--- src/hw/plsi_pkg.sv ---
// constants and carrier types for the pll status / indicator register bank
// assumes a serial control port framed as 1 r/w bit, 15 address bits, 8 data bits
//
// Functional notes
// RULE1 - status registers calibration_and_lock_status to first_loop_state_status ignore writes
// RULE2 - d5 of calibration_and_lock_status shows second loop calibrating
// RULE3 - d4 of calibration_and_lock_status shows first loop calibrating
// RULE4 - d2..d0 of calibration_and_lock_status mirror loop lock detectors
// RULE5 - reference_loss_status d3..d0 report reference loss flags
// RULE6 - third loop loss flag from first cascade only
// RULE7 - first_loop_state_status d2 freerun, d1 holdover, first loop
// RULE8 - first_loop_state_status d0 first loop active reference b
// RULE9 - lock_pin_control d4,d2,d0 invert lock pins
// RULE10 - lock_pin_control d5,d3,d1 pick lock pin voltage
// RULE11 - loss_pin_control d5 inverts reference loss pin
// RULE12 - loss_pin_control d6 picks reference loss pin voltage
// RULE13 - loss pin ors enabled detectors d4..d0
// RULE14 - clock_output_loss_indication_control d4..d0 select detectors onto clock output
// RULE15 - all zero selects keep normal clock output
// RULE16 - enable order: third, second, active, b, a
// RULE17 - clock_output_loss_indication_control d5 inverts clock output indication level
// RULE18 - reserved bits read zero, ignore writes
// RULE19 - pin level is status xor invert bit
`default_nettype none

package plsi_pkg;

  // -------------------------------------------------------------------
  // serial frame
  // -------------------------------------------------------------------
  localparam int ADDR_W = 15;
  localparam int DATA_W = 8;
  localparam int CNT_W = 5;
  localparam logic [CNT_W-1:0] INSTR_LAST = 5'h0f;
  localparam logic [CNT_W-1:0] FRAME_LAST = 5'h17;
  localparam logic [CNT_W-1:0] FRAME_DONE = 5'h18;
  localparam int INSTR_RW_BIT = 15;
  localparam int FRAME_RW_BIT = 23;

  // -------------------------------------------------------------------
  // register map
  // -------------------------------------------------------------------
  localparam logic [ADDR_W-1:0] ADDR_CAL_LOCK_STATUS = 15'h0080;
  localparam logic [ADDR_W-1:0] ADDR_REF_LOSS_STATUS = 15'h0081;
  localparam logic [ADDR_W-1:0] ADDR_LOOP_STATE_STATUS = 15'h0082;
  localparam logic [ADDR_W-1:0] ADDR_LOCK_PIN_CTRL = 15'h0083;
  localparam logic [ADDR_W-1:0] ADDR_LOSS_PIN_CTRL = 15'h0084;
  localparam logic [ADDR_W-1:0] ADDR_OUT_LOSS_CTRL = 15'h0085;

  localparam logic [DATA_W-1:0] CTRL_RESET = 8'h00;
  localparam logic [DATA_W-1:0] LOCK_CTRL_MASK = 8'h3f;
  localparam logic [DATA_W-1:0] LOSS_CTRL_MASK = 8'h7f;
  localparam logic [DATA_W-1:0] OUT_CTRL_MASK = 8'h7f;

  // field positions
  localparam int CAL_SECOND_BIT = 5;
  localparam int CAL_FIRST_BIT = 4;
  localparam int FREERUN_BIT = 2;
  localparam int HOLDOVER_BIT = 1;
  localparam int ACTIVE_REF_BIT = 0;
  localparam int LOCK_INV_BIT0 = 0;
  localparam int LOCK_3V3_BIT0 = 1;
  localparam int LOCK_FIELD_STEP = 2;
  localparam int LOSS_SEL_W = 5;
  localparam int LOSS_INV_BIT = 5;
  localparam int LOSS_3V3_BIT = 6;

  // -------------------------------------------------------------------
  // carriers
  // -------------------------------------------------------------------
  typedef struct packed {
    logic cal_second;
    logic cal_first;
    logic [2:0] lock;         // third, second, first
    logic loss_third;         // first cascade stage only
    logic loss_second;
    logic loss_ref_b;
    logic loss_ref_a;
    logic freerun;
    logic holdover;
    logic active_ref_b;
  } plsi_status_s;

  typedef struct packed {
    logic [2:0] lock_level;
    logic [2:0] lock_3v3;
    logic loss_level;
    logic loss_3v3;
    logic out_ind_en;
    logic out_ind_level;
    logic out_ind_3v3;
  } plsi_pins_s;

endpackage

`default_nettype wire

--- src/hw/plsi_status_regs.sv ---
// status and indicator pin control register bank for a three loop clock generator
// assumes status inputs come from logic on i_clk; serial port pins are asynchronous
`default_nettype none

module plsi_status_regs (
  input wire logic i_clk,                          // port clock, 20 mhz
  input wire logic i_arst_n,                       // power-on reset
  input wire logic i_spi_sclk,                     // serial clock pin
  input wire logic i_spi_cs_n,                     // chip select pin
  input wire logic i_spi_sdi,                      // serial data in
  output logic o_spi_sdo,                          // serial data out
  output logic o_spi_sdo_oe,                       // high while driving sdo
  input wire plsi_pkg::plsi_status_s i_status,     // live loop status
  output plsi_pkg::plsi_pins_s o_pins              // indicator pin controls
);

  // -------------------------------------------------------------------
  // state
  // -------------------------------------------------------------------
  typedef struct packed {
    logic sclk_s1;
    logic sclk_s2;
    logic sclk_s3;
    logic csn_s1;
    logic csn_s2;
    logic sdi_s1;
    logic sdi_s2;
    logic [plsi_pkg::CNT_W-1:0] bit_cnt;
    logic [plsi_pkg::FRAME_RW_BIT:0] shift;
    logic rd_active;
    logic [plsi_pkg::DATA_W-1:0] rd_shift;
    logic sdo;
    logic sdo_oe;
    logic [plsi_pkg::DATA_W-1:0] lock_ctrl;
    logic [plsi_pkg::DATA_W-1:0] loss_ctrl;
    logic [plsi_pkg::DATA_W-1:0] out_ctrl;
    plsi_pkg::plsi_pins_s pins;
  } plsi_state_s;

  plsi_state_s state_q;
  plsi_state_s state_d;

  // -------------------------------------------------------------------
  // helpers
  // -------------------------------------------------------------------
  // detector vector in enable-bit order
  function automatic logic [plsi_pkg::LOSS_SEL_W-1:0] loss_vector(
    input plsi_pkg::plsi_status_s st
  );
    logic active_lost;
    active_lost = st.active_ref_b ? st.loss_ref_b : st.loss_ref_a;
    loss_vector = {st.loss_third, st.loss_second, active_lost,     // [RULE16]
                   st.loss_ref_b, st.loss_ref_a};
  endfunction

  function automatic logic [plsi_pkg::DATA_W-1:0] reg_read(
    input logic [plsi_pkg::ADDR_W-1:0] addr,
    input plsi_pkg::plsi_status_s st,
    input plsi_state_s s
  );
    reg_read = '0;                                                 // [RULE18]
    unique case (addr)
      plsi_pkg::ADDR_CAL_LOCK_STATUS: begin
        reg_read[plsi_pkg::CAL_SECOND_BIT] = st.cal_second;        // [RULE2]
        reg_read[plsi_pkg::CAL_FIRST_BIT] = st.cal_first;          // [RULE3]
        reg_read[2:0] = st.lock;                                   // [RULE4]
      end
      plsi_pkg::ADDR_REF_LOSS_STATUS: begin
        // third loop flag already comes from the first cascade stage
        reg_read[3:0] = {st.loss_third, st.loss_second,            // [RULE5] [RULE6]
                         st.loss_ref_b, st.loss_ref_a};
      end
      plsi_pkg::ADDR_LOOP_STATE_STATUS: begin
        reg_read[plsi_pkg::FREERUN_BIT] = st.freerun;              // [RULE7]
        reg_read[plsi_pkg::HOLDOVER_BIT] = st.holdover;            // [RULE7]
        reg_read[plsi_pkg::ACTIVE_REF_BIT] = st.active_ref_b;      // [RULE8]
      end
      plsi_pkg::ADDR_LOCK_PIN_CTRL: begin
        reg_read = s.lock_ctrl;
      end
      plsi_pkg::ADDR_LOSS_PIN_CTRL: begin
        reg_read = s.loss_ctrl;
      end
      plsi_pkg::ADDR_OUT_LOSS_CTRL: begin
        reg_read = s.out_ctrl;
      end
      default: begin
        reg_read = '0;
      end
    endcase
  endfunction

  // -------------------------------------------------------------------
  // next state
  // -------------------------------------------------------------------
  always_comb begin
    logic rise;
    logic fall;
    logic [plsi_pkg::FRAME_RW_BIT:0] nshift;
    logic [plsi_pkg::ADDR_W-1:0] waddr;
    logic [plsi_pkg::DATA_W-1:0] wdata;
    logic [plsi_pkg::LOSS_SEL_W-1:0] lost;
    logic [plsi_pkg::LOSS_SEL_W-1:0] out_sel;
    logic [plsi_pkg::LOSS_SEL_W-1:0] pin_sel;
    rise = 1'b0;
    fall = 1'b0;
    nshift = '0;
    waddr = '0;
    wdata = '0;
    lost = '0;
    out_sel = '0;
    pin_sel = '0;
    state_d = state_q;

    // synchronisers; the second stage feeds logic, and sclk_s3 also feeds the sclk edge detect
    state_d.sclk_s1 = i_spi_sclk;
    state_d.sclk_s2 = state_q.sclk_s1;
    state_d.sclk_s3 = state_q.sclk_s2;
    state_d.csn_s1 = i_spi_cs_n;
    state_d.csn_s2 = state_q.csn_s1;
    state_d.sdi_s1 = i_spi_sdi;
    state_d.sdi_s2 = state_q.sdi_s1;

    rise = state_q.sclk_s2 & ~state_q.sclk_s3;
    fall = ~state_q.sclk_s2 & state_q.sclk_s3;
    nshift = {state_q.shift[plsi_pkg::FRAME_RW_BIT-1:0], state_q.sdi_s2};

    if (state_q.csn_s2) begin
      // deselect aborts any partial frame
      state_d.bit_cnt = '0;
      state_d.rd_active = 1'b0;
      state_d.sdo_oe = 1'b0;
      state_d.sdo = 1'b0;
    end else begin
      if (rise && state_q.bit_cnt != plsi_pkg::FRAME_DONE) begin
        state_d.shift = nshift;
        state_d.bit_cnt = state_q.bit_cnt + 1'b1;
        if (state_q.bit_cnt == plsi_pkg::INSTR_LAST && nshift[plsi_pkg::INSTR_RW_BIT]) begin
          state_d.rd_active = 1'b1;
          state_d.rd_shift = reg_read(nshift[plsi_pkg::ADDR_W-1:0], i_status, state_q);
        end
        if (state_q.bit_cnt == plsi_pkg::FRAME_LAST && !nshift[plsi_pkg::FRAME_RW_BIT]) begin
          waddr = nshift[plsi_pkg::FRAME_RW_BIT-1:plsi_pkg::DATA_W];
          wdata = nshift[plsi_pkg::DATA_W-1:0];
          // status addresses fall through: writes there have no effect
          unique case (waddr)                                        // [RULE1]
            plsi_pkg::ADDR_LOCK_PIN_CTRL: begin
              state_d.lock_ctrl = wdata & plsi_pkg::LOCK_CTRL_MASK;  // [RULE18]
            end
            plsi_pkg::ADDR_LOSS_PIN_CTRL: begin
              state_d.loss_ctrl = wdata & plsi_pkg::LOSS_CTRL_MASK;  // [RULE18]
            end
            plsi_pkg::ADDR_OUT_LOSS_CTRL: begin
              state_d.out_ctrl = wdata & plsi_pkg::OUT_CTRL_MASK;    // [RULE18]
            end
            default: begin
              state_d.lock_ctrl = state_q.lock_ctrl;
            end
          endcase
        end
      end
      // read data leaves on falling edges, msb first
      if (fall && state_q.rd_active) begin
        state_d.sdo = state_q.rd_shift[plsi_pkg::DATA_W-1];
        state_d.sdo_oe = 1'b1;
        state_d.rd_shift = {state_q.rd_shift[plsi_pkg::DATA_W-2:0], 1'b0};
      end
    end

    // -----------------------------------------------------------------
    // indicator pins
    // -----------------------------------------------------------------
    // one cycle of register delay buys glitch-free pins from flops
    for (int i = 0; i < 3; i++) begin
      state_d.pins.lock_level[i] = i_status.lock[i]                  // [RULE19]
        ^ state_q.lock_ctrl[plsi_pkg::LOCK_INV_BIT0 + plsi_pkg::LOCK_FIELD_STEP * i]; // [RULE9]
      state_d.pins.lock_3v3[i] =
        state_q.lock_ctrl[plsi_pkg::LOCK_3V3_BIT0 + plsi_pkg::LOCK_FIELD_STEP * i];   // [RULE10]
    end

    lost = loss_vector(i_status);
    pin_sel = state_q.loss_ctrl[plsi_pkg::LOSS_SEL_W-1:0];
    out_sel = state_q.out_ctrl[plsi_pkg::LOSS_SEL_W-1:0];

    state_d.pins.loss_level = (|(lost & pin_sel))                    // [RULE13]
      ^ state_q.loss_ctrl[plsi_pkg::LOSS_INV_BIT];                   // [RULE11] [RULE19]
    state_d.pins.loss_3v3 = state_q.loss_ctrl[plsi_pkg::LOSS_3V3_BIT]; // [RULE12]

    // zero select hands the output back to the loop's own clock
    state_d.pins.out_ind_en = |out_sel;                              // [RULE15]
    state_d.pins.out_ind_level = (|(lost & out_sel))                 // [RULE14]
      ^ state_q.out_ctrl[plsi_pkg::LOSS_INV_BIT];                    // [RULE17] [RULE19]
    state_d.pins.out_ind_3v3 = state_q.out_ctrl[plsi_pkg::LOSS_3V3_BIT];
  end

  // -------------------------------------------------------------------
  // registers
  // -------------------------------------------------------------------
  always_ff @(posedge i_clk or negedge i_arst_n) begin
    if (!i_arst_n) begin
      state_q <= '0;
      state_q.csn_s1 <= 1'b1;
      state_q.csn_s2 <= 1'b1;
      state_q.lock_ctrl <= plsi_pkg::CTRL_RESET;
      state_q.loss_ctrl <= plsi_pkg::CTRL_RESET;
      state_q.out_ctrl <= plsi_pkg::CTRL_RESET;
    end else begin
      state_q <= state_d;
    end
  end

  // -------------------------------------------------------------------
  // outputs
  // -------------------------------------------------------------------
  assign o_spi_sdo = state_q.sdo;
  assign o_spi_sdo_oe = state_q.sdo_oe;
  assign o_pins = state_q.pins;

endmodule

`default_nettype wire
--- config.mk ---
export PLATFORM = sky130hd
export DESIGN_NAME = plsi_status_regs
export DESIGN_NICKNAME = d
export VERILOG_FILES = /design/src/hw/plsi_pkg.sv /design/src/hw/plsi_status_regs.sv
export SDC_FILE = /design/constraint.sdc
export NUM_CORES = 1
export LEC_CHECK = 0
export BUFFER_PORTS_ARGS = -buffer_cell sky130_fd_sc_hd__buf_4
export CAP_MARGIN = 0
export CELL_PAD_IN_SITES_DETAIL_PLACEMENT = 0
export CELL_PAD_IN_SITES_GLOBAL_PLACEMENT = 1
export CORE_MARGIN = 10
export CORE_UTILIZATION = 25
export DETAILED_ROUTE_END_ITERATION = 16
export PLACE_DENSITY = 0.57
export SLEW_MARGIN = 15
export SYNTH_ARGS = -nofsm -noshare
export SYNTH_HDL_FRONTEND = slang
export SYNTH_SLANG_ARGS = --single-unit
export TNS_END_PERCENT = 30
--- constraint.sdc ---
create_clock -name i_clk -period 1.95 [get_ports i_clk]
set_input_delay 0.2925 -clock i_clk [delete_from_list [all_inputs] [get_ports i_clk]]
set_output_delay 0.2925 -clock i_clk [all_outputs]
set_load 0.02 [all_outputs]
==> results of run 1 <==
## critical path: cells and delay by family (launching register included)
kind	cells	cell delay [ns]
flops	1	0.38
simple gates	2	0.37
fa+ha+maj	2	0.37
compound gates	3	0.35
buf+inv	2	0.33
## layout make-up
cell class                 instances  share of cell area
sequential                        77               0.452
multi-input combinational        174               0.336
timing repair buffer              49              0.0906
clock buffer                      10              0.0560
tap                              180              0.0528
clock inverter                     6             0.00909
inverter                           4             0.00352
## cell families after synthesis
family / Yosys count / synth area share
XOR/XNOR: 9 / 0.0226
flip-flops: 77 / 0.553
AO/OA/AOI/OAI: 32 / 0.0549
multiplexers: 57 / 0.187
adder cells (fa/ha/maj): 3 / 0.0108
buffers and inverters: 25 / 0.0402
AND/OR/NAND/NOR: 73 / 0.131
## synthesized netlist by cell type (all sizes together) (3+ instances only)
cell / number / area (um2)
nand4: 6 / 50.0
clkbuf: 5 / 18.8
nor2b: 3 / 18.8
a22oi: 4 / 30.0
o21ai: 5 / 25.0
o211ai: 3 / 22.5
mux2i: 9 / 90.1
nor2: 15 / 56.3
xor2: 5 / 43.8
nor4: 3 / 18.8
xnor2: 4 / 35.0
ha: 3 / 37.5
nand2: 12 / 45.0
inv: 4 / 15.0
buf: 16 / 106
and3: 3 / 18.8
a21oi: 15 / 75.1
nand3: 4 / 20.0
mux2: 46 / 518
nand4b: 6 / 52.6
dfrtp: 75 / 1880
nor3b: 7 / 52.6
## layer usage
metal,GRT usage,part of all wire
met1,0.105,0.48
met5,0,0
met4,0.0316,0.011
met2,0.120,0.47
met3,0.0253,0.036
## state kept, by name, summed over array words and instances (netlist names)
name and flops:
state_q 55, o_spi_sdo 1, o_spi_sdo_oe 1, o_pins 11, state_d 9
## power by group through the flow
stage	clock, uW	combinational [uW]	sequential, uW
final	1550	408	1820
after global routing	1670	454	1850
after CTS	1600	419	1830
after detailed placement	0	414	1860
after global placement	0	409	1850
after floorplan	0	275	1800
## worst min path at each step
stage | from | endpoint | slack [ns] | cells after the start
after floorplan | i_arst_n | o_pins[0] | -0.003 | 0
after global placement | state_d[80] | state_d[79] | 0.33 | 0
after detailed placement | state_d[75] | state_q[75] | 0.34 | 0
after CTS | i_spi_sclk | state_d[80] | 0.05 | 1
after global routing | i_spi_sdi | state_d[75] | 0.05 | 1
final | i_spi_sdi | state_d[75] | 0.07 | 1
## per-stage QoR
step / utilization / total power [uW] / area (um2)
global placement: 0.287 / 2260 / 3950
finish: 0.310 / 3780 / 4270
floorplan: - / 2070 / 3490
global route: 0.310 / 3980 / 4270
CTS: 0.308 / 3840 / 4240
detailed placement: 0.287 / 2270 / 3950
## what timing repair did
item                                   CTS  global route
setup buffers                            0             1
pin swaps                                1             0
setup endpoints to repair                1            28
gates resized for setup                  0             7
endpoints found under the hold margin   25             0
hold buffers                             1             0
==> metrics, run 1 <==
DRC viols=0; Final Hold Viols=0; first-pass GRT wire length=around 13,000 um; latest clock arrival within the worst-skew pair=0.33 ns; I/O Buffers=29; initial antenna violation count=0; sequential cell area=0.00193 mm2; final instance count without filler cells=500; ys async rst share=1.00; Root Buffer=clkbuf_16; slack of the worst reg-to-reg path=0.09 ns; Cell Count Post-Placement=between 400 and 500; Die W=roughly 140 um; CTS max path bufs=2; commonest non-fill, non-tap cell in the layout=dfrtp_1; Sink Count=77; commonest cells after routing, fill and taps aside=dfrtp_1, buf_4, mux2_2; Global Route Usage Sum=0.0804; dominant synthesized flop cell=dfrtp_1; initial cell density of the core=0.253; crit-path cells=buf_4 -> ha_2 -> and3_1 -> ha_2 -> and3b_1 -> a31oi_1 -> buf_4 -> a21oi_1 -> a21oi_1; Max-slew headroom=0.653; H-tree lvl count=3; clock-pin transition on the worst setup and hold timing paths=0.06 ns; Comb pwr share=0.108; Sw Ratio=0.258; Startpoint Class=register; Netlist cell types=43; net total in the final layout=between 300 and 400; ANT nets after route=0; switching pwr=977 uW; DIE HEIGHT=138 um; Clock power frac=0.410; reg2reg start=state_q[70]; via count=approximately 2,200; syn nets=~300; largest net degree at the start of global routing=78; mapped cell area=about 0.0035 mm2; Worst path max stage delay=~0.38 ns; Peak Freq=537 MHz; routability cong.=0.742; Crit-path slowest cell=dfrtp_1; Setup crit end=state_q[42]; final hold slack=0.0651 ns; period utilization=0.955; Pint=2810 uW; Yosys Warn Count=0; final setup violation count=0; share of layout cells above drive strength 1=0.372; TNS Setup=0 ns; routed wire length per instance=15.0 um; vias in the first global route=2,332; DRT Pass-1 Iters=4; Post-Syn Area per Cell=12.6 um2; hold crit path type=in2reg; Crit. End Element=register; LEAKAGE=0.00199 uW; Setup crit start=state_q[70]; CTS tree=yes; worst setup margin=0.0884 ns; status=complete, no violations; crit path max fanout=8; RSZ-0062 raised after global routing=true; # diodes=0; R2R Path End=state_q[42]; Worst-Margin Slew=0.521 ns; Worst IR Drop VDD=0.396 mV; die area=about 0.019 mm2; vias per cell=4.45; pre-CTS setup slack=a little under 0.002 ns; Synth Instances=276; area grow syn2layout=22.5%; Final min period=1.86 ns; Layout fillers=1,431; worst clock skew=slightly above 0.008 ns; Max Slew Vio Count=0; WS Path Type=reg2reg; Pwr Density=886 mW/mm2; Sequential Power Share=0.482; total CTS buffers=9; initial DRC count=136; Final Routed Wirelength=7520 um; Max-Cap Viols=0; Detail Placement HPWL=5310 um; R2R cell count=9; CP arrival=between 2 and 2.5 ns; #FFs+latches synth=77; multi-input logic area=0.00144 mm2; core area=0.0138 mm2; FP Rows=43; Seq/Total Area, Yosys=0.553; grt ovf=0; Worst EP required=2.21 ns; IO Pins=30; number of synthesized flops with an enable pin=0
(Power assumes the default switching activity.)
==> run 2: changes to the inputs <==
--- a/config.mk
+++ b/config.mk
@@ -12,6 +12,7 @@
 export CORE_MARGIN = 10
 export CORE_UTILIZATION = 25
 export DETAILED_ROUTE_END_ITERATION = 16
+export MAX_ROUTING_LAYER = met4
 export PLACE_DENSITY = 0.57
 export SLEW_MARGIN = 15
 export SYNTH_ARGS = -nofsm -noshare
==> metrics, run 2 (synthesized netlist as in run 1, its figures left out) <==
status=complete, no violations; worst setup margin=0.0830 ns (-0.00537 ns); TNS Setup=0 ns (unchanged); # diodes=0 (unchanged); area grow syn2layout=22.5% (unchanged); period utilization=0.957 (+0.00276); hold crit path type=in2reg; total CTS buffers=9 (unchanged); worst clock skew=0.00857 ns (+0.000341 ns); Sw Ratio=0.257 (-0.000753); Final min period=1.87 ns (+0.00537 ns); Sink Count=77 (unchanged); initial cell density of the core=0.253 (unchanged); Layout fillers=1,431 (unchanged); crit path max fanout=8 (unchanged); vias in the first global route=2,335 (+0.13%); H-tree lvl count=3 (unchanged); met3 usage=0.0253 (unchanged); CTS tree=yes; core area=0.0138 mm2 (unchanged); Peak Freq=536 MHz (-0.29%); share of layout cells above drive strength 1=0.372 (unchanged); Startpoint Class=register; Root Buffer=clkbuf_16; DIE HEIGHT=138 um (unchanged); Comb pwr share=0.108 (about the same); Worst EP required=2.20 ns (about the same); first-pass GRT wire length=12,600 um (about the same); routability cong.=0.751 (+1.2%); latest clock arrival within the worst-skew pair=0.33 ns (about the same); commonest cells after routing, fill and taps aside=dfrtp_1, buf_4, mux2_2; grt ovf=0 (unchanged); multi-input logic area=0.00144 mm2 (unchanged); DRC viols=0 (unchanged); CP arrival=2.12 ns (about the same); Crit. End Element=register; Max-slew headroom=0.655 (+0.00248); Pint=2810 uW (about the same); via count=2,229 (+0.13%); routed wire length per instance=15.0 um (about the same); CTS max path bufs=2 (unchanged); LEAKAGE=0.00199 uW (unchanged); final setup violation count=0 (unchanged); net total in the final layout=335 (unchanged); pre-CTS setup slack=0.00194 ns (unchanged); Max-Cap Viols=0 (unchanged); met2 Usage GRT=0.120 (unchanged); DRT Pass-1 Iters=4 (unchanged); Clock power frac=0.409 (about the same); Worst IR Drop VDD=0.394 mV (-0.54%); largest net degree at the start of global routing=78 (unchanged); vias per cell=4.46 (+0.13%); sequential cell area=0.00193 mm2 (unchanged); initial antenna violation count=0 (unchanged); Detail Placement HPWL=5310 um (unchanged); GR peak layer=met2; initial DRC count=128 (-5.9%); Final Routed Wirelength=7520 um (about the same); max reg flops=55 (unchanged); FP Rows=43 (unchanged); Sequential Power Share=0.482 (about the same); clock-pin transition on the worst setup and hold timing paths=0.06 ns (about the same); Final Hold Viols=0 (unchanged); final hold slack=0.0657 ns (+0.000595 ns); met1 Usage GRT=0.106 (+0.000410); WS Path Type=reg2reg; die area=0.0191 mm2 (unchanged); Biggest register=state_q; switching pwr=973 uW (-0.39%); Worst-Margin Slew=0.517 ns (-0.00371 ns); Pwr Density=886 mW/mm2 (-0.10%); IO Pins=30 (unchanged); Die W=138 um (unchanged); RSZ-0062 raised after global routing=true; ANT nets after route=0 (unchanged); Max Slew Vio Count=0 (unchanged); commonest non-fill, non-tap cell in the layout=dfrtp_1; I/O Buffers=29 (unchanged); Global Route Usage Sum=0.0828 (+0.00241)
## run 2: cell type report
| type | instances | area share |
|---|---|---|
| repair buffers | 49 | 0.0906 |
| multi-input cells | 174 | 0.336 |
| inverters | 4 | 0.00352 |
| clock buffers | 10 | 0.0560 |
| clock inverters | 6 | 0.00909 |
| well taps | 180 | 0.0528 |
| flip-flops and latches | 77 | 0.452 |
## run 2: power by group through the flow
stage,clock [uW],combinational [uW],sequential (uW)
2_1_floorplan,0,275,1800
5_1_grt,1670,454,1850
3_3_place_gp,0,409,1850
3_5_place_dp,0,414,1860
6_report,1550,410,1820
4_1_cts,1600,419,1830
## run 2: metrics by stage
step                std cells  power, uW   util  cell area (um2)
CTS                       499       3840  0.308             4240
global placement          482       2260  0.287             3950
finish                    500       3780  0.310             4270
global route              500       3980  0.310             4270
detailed placement        482       2270  0.287             3950
floorplan                 276       2070      -             3490
## run 2: per-layer routing
metal / vias to the layer above / wire, um
met5: - / 0
met4: 0 / 82
met3: 7 / 255
met2: 33 / 3520
met1: 1118 / 3660
li1: 1071 / -
## run 2: final timing paths
check	startpoint	end	slack, ns	cells after the start
max	state_q[70]	state_q[42]	0.08	9
min	i_spi_sdi	state_d[75]	0.07	1
max reg2reg	state_q[70]	state_q[42]	0.08	9
min reg2reg	state_d[75]	state_q[75]	0.35	0
max in group asynchronous	i_arst_n	state_d[77]	1.07	3
min in group asynchronous	i_arst_n	o_pins[8]	0.50	3
## run 2: critical path, cell delays in order, from the launching register on
cell and delay, ns:
dfrtp_1 0.38, buf_4 0.15, ha_2 0.19, and3_1 0.18, ha_2 0.18, and3b_1 0.19
a31oi_1 0.16, buf_4 0.18, a21oi_1 0.05, a21oi_1 0.14
## run 2: repair_timing
| item | 4_1_cts | 5_1_grt |
|---|---|---|
| resized for setup | 0 | 7 |
| endpoints found under the setup margin | 1 | 28 |
| pin swaps | 1 | 0 |
| buffers inserted | 0 | 1 |
| endpoints found under the hold margin | 25 | 0 |
| hold buffers | 1 | 0 |
==> run 3: changes to the inputs <==
--- a/config.mk
+++ b/config.mk
@@ -5,15 +5,15 @@
 export SDC_FILE = /design/constraint.sdc
 export NUM_CORES = 1
 export LEC_CHECK = 0
-export BUFFER_PORTS_ARGS = -buffer_cell sky130_fd_sc_hd__buf_4
 export CAP_MARGIN = 0
 export CELL_PAD_IN_SITES_DETAIL_PLACEMENT = 0
 export CELL_PAD_IN_SITES_GLOBAL_PLACEMENT = 1
 export CORE_MARGIN = 10
 export CORE_UTILIZATION = 25
 export DETAILED_ROUTE_END_ITERATION = 16
+export DONT_BUFFER_PORTS = 1
 export MAX_ROUTING_LAYER = met4
-export PLACE_DENSITY = 0.57
+export PLACE_DENSITY = 0.55
 export SLEW_MARGIN = 15
 export SYNTH_ARGS = -nofsm -noshare
 export SYNTH_HDL_FRONTEND = slang
==> metrics, run 3 (synthesized netlist as in run 1, its figures left out) <==
status=complete, but fails checks; violated checks=negative hold slack; IO Pins=30 (unchanged); Root Buffer=clkbuf_16; Biggest register=state_q; Layout fillers=1,452 (+1.5%); vias in the first global route=2,234 (-4.3%); placed cell area=0.00372 mm2 (-5.8%); Pint=2880 uW (+2.6%); # diodes=0 (unchanged); sequential cell area=0.00193 mm2 (unchanged); share of layout cells above drive strength 1=0.284 (-0.0876); reg2reg start=state_q[70]; final hold slack=-0.351 ns (-0.417 ns); multi-input logic area=0.00142 mm2 (-1.1%); Global Route Usage Sum=0.0843 (+0.00142); total power draw=3840 uW (+1.6%); crit-path cells=inv_1 -> ha_2 -> and4b_1 -> nor3_4 -> buf_4 -> nand4_2 -> mux2_2; first-pass GRT wire length=12,700 um (+0.55%); CP arrival=2.06 ns (-0.06 ns); DIE HEIGHT=138 um (unchanged); pre-CTS setup slack=0.00410 ns (+0.00216 ns); commonest non-fill, non-tap cell in the layout=dfrtp_1; worst setup margin=0.102 ns (+0.0191 ns); final setup violation count=0 (unchanged); post-route cell area=0.00406 mm2 (-4.9%); Max Slew Vio Count=0 (unchanged); core area=0.0138 mm2 (unchanged); DRT Pass-1 Iters=4 (unchanged); Worst IR Drop VDD=0.456 mV (+16%); crit path max fanout=7 (-1); Crit-path slowest cell=dfrtp_1; Worst-Margin Slew=0.595 ns (+0.0778 ns); H-tree lvl count=3 (unchanged); routed wire length per instance=16.1 um (+6.9%); crit-path leading delay family=simple AND/OR/NAND/NOR gates; Final Routed Wirelength=7590 um (+0.92%); clock-pin transition on the worst setup and hold timing paths=0.06 ns (about the same); FP Rows=43 (unchanged); hold crit path type=in2async; RSZ-0062 raised after global routing=true; Startpoint Class=register; Setup Buffers After CTS=0 (unchanged); period utilization=0.948 (-0.00980); I/O Buffers=0 (-100%); total CTS buffers=9 (unchanged); Final Hold Viols=77 (+77); ANT nets after route=0 (unchanged); CTS tree=yes; routability cong.=0.779 (+3.7%); area grow syn2layout=16.4%; Max-Cap Viols=0 (unchanged); Pwr Density=946 mW/mm2 (+6.8%); latest clock arrival within the worst-skew pair=0.33 ns (about the same); Worst path max stage delay=0.37 ns (about the same); Worst EP required=2.17 ns (-0.03 ns); WS Path Type=reg2reg; R2R cell count=7 (-2); Die W=138 um (unchanged); die area=0.0191 mm2 (unchanged); Sink Count=77 (unchanged); Max-slew headroom=0.604 (-0.0519); Comb pwr share=0.080 (-0.028); DRC viols=0 (unchanged); worst clock skew=0.00449 ns (-0.00407 ns); slack of the worst reg-to-reg path=0.10 ns (+0.02 ns); switching pwr=958 uW (-1.5%); Final min period=1.85 ns (-0.0191 ns); initial cell density of the core=0.253 (unchanged); Sequential Power Share=0.485 (+0.003); R2R Path End=state_q[16]; grt ovf=0 (unchanged); commonest cells after routing, fill and taps aside=dfrtp_1, mux2_2, buf_4; net total in the final layout=307 (-8.4%); via count=2,150 (-3.5%); initial antenna violation count=0 (unchanged); Peak Freq=541 MHz (+1.0%); Detail Placement HPWL=5360 um (+0.87%); vias per cell=4.56 (+2.2%); Crit. End Element=register; initial DRC count=150 (+17%); worst path buffer plus inverter count=2 (unchanged); Clock power frac=0.434 (+0.025); largest net degree at the start of global routing=78 (unchanged); Sw Ratio=0.250 (-0.00787); # hold bufs at CTS=3 (+2); LEAKAGE=0.00184 uW (-7.4%); max reg flops=55 (unchanged); CTS max path bufs=2 (unchanged)
## run 3: cell types whose count changed in the layout (fill, tap and decap cells not counted), moves of 2 or more
cell           delta
clkinvlp_4        +3
clkinv_2          -3
ha_2              -2
ha_1              +2
buf_4            -29
dlygate4sd3_1     +2
## run 3: worst max-delay path by stage
stage,from,endpoint,depth (start not counted),slack [ns]
after CTS,state_q[70],state_q[23],7,0.06
after global placement,state_q[70],state_d[3],7,0.03
after detailed placement,state_q[70],state_q[23],7,0.004
after floorplan,state_q[70],state_q[21],7,-0.02
after global routing,state_q[70],state_q[31],7,-0.05
final,state_q[70],state_q[16],7,0.10
## run 3: cell type report
| cell class | instances | share of cell area |
|---|---|---|
| tap | 180 | 0.0555 |
| sequential | 77 | 0.475 |
| clock inverter | 7 | 0.0188 |
| timing repair buffer | 21 | 0.0416 |
| multi-input combinational | 174 | 0.350 |
| clock buffer | 9 | 0.0555 |
| inverter | 4 | 0.00370 |
## run 3: what timing repair did
item                                    CTS  global route
pin swaps                                 1             1
endpoints found under the setup margin    5            23
hold endpoints to repair                 80            77
resized for setup                         0             1
## run 3: power by group through the flow
stage / Clock [uW] / Sequential (uW) / Combinational, uW
3_5_place_dp: 0 / 1890 / 307
4_1_cts: 1710 / 1860 / 315
3_3_place_gp: 0 / 1890 / 305
2_1_floorplan: 0 / 1800 / 275
5_1_grt: 1780 / 1890 / 341
6_report: 1670 / 1860 / 308
## run 3: per-layer routing
| metal | GRT usage | vias to the layer above | routed length [um] |
|---|---|---|---|
| li1 | - | 1014 | - |
| met1 | 0.107 | 1093 | 3580 |
| met2 | 0.121 | 32 | 3540 |
| met3 | 0.0209 | 11 | 297 |
| met4 | 0.0433 | 0 | 171 |
| met5 | - | - | 0 |
## run 3: worst reg2reg max path: cells and delay by family (launching register included)
kind / cells / cell delay [ns]
adder cells (fa/ha/maj): 1 / 0.18
buffers and inverters: 2 / 0.20
AND/OR/NAND/NOR: 3 / 0.62
flip-flops: 1 / 0.37
multiplexers: 1 / 0.36
## run 3: metrics by stage
step	hold WS, ns	setup TNS (ns)	utilization	cells
floorplan	-0.00309	-0.106	-	276
global placement	-0.000195	0	0.270	453
detailed placement	-0.000261	0	0.270	453
CTS	-0.361	0	0.294	472
global route	-0.362	-0.477	0.295	472
finish	-0.351	0	0.295	472
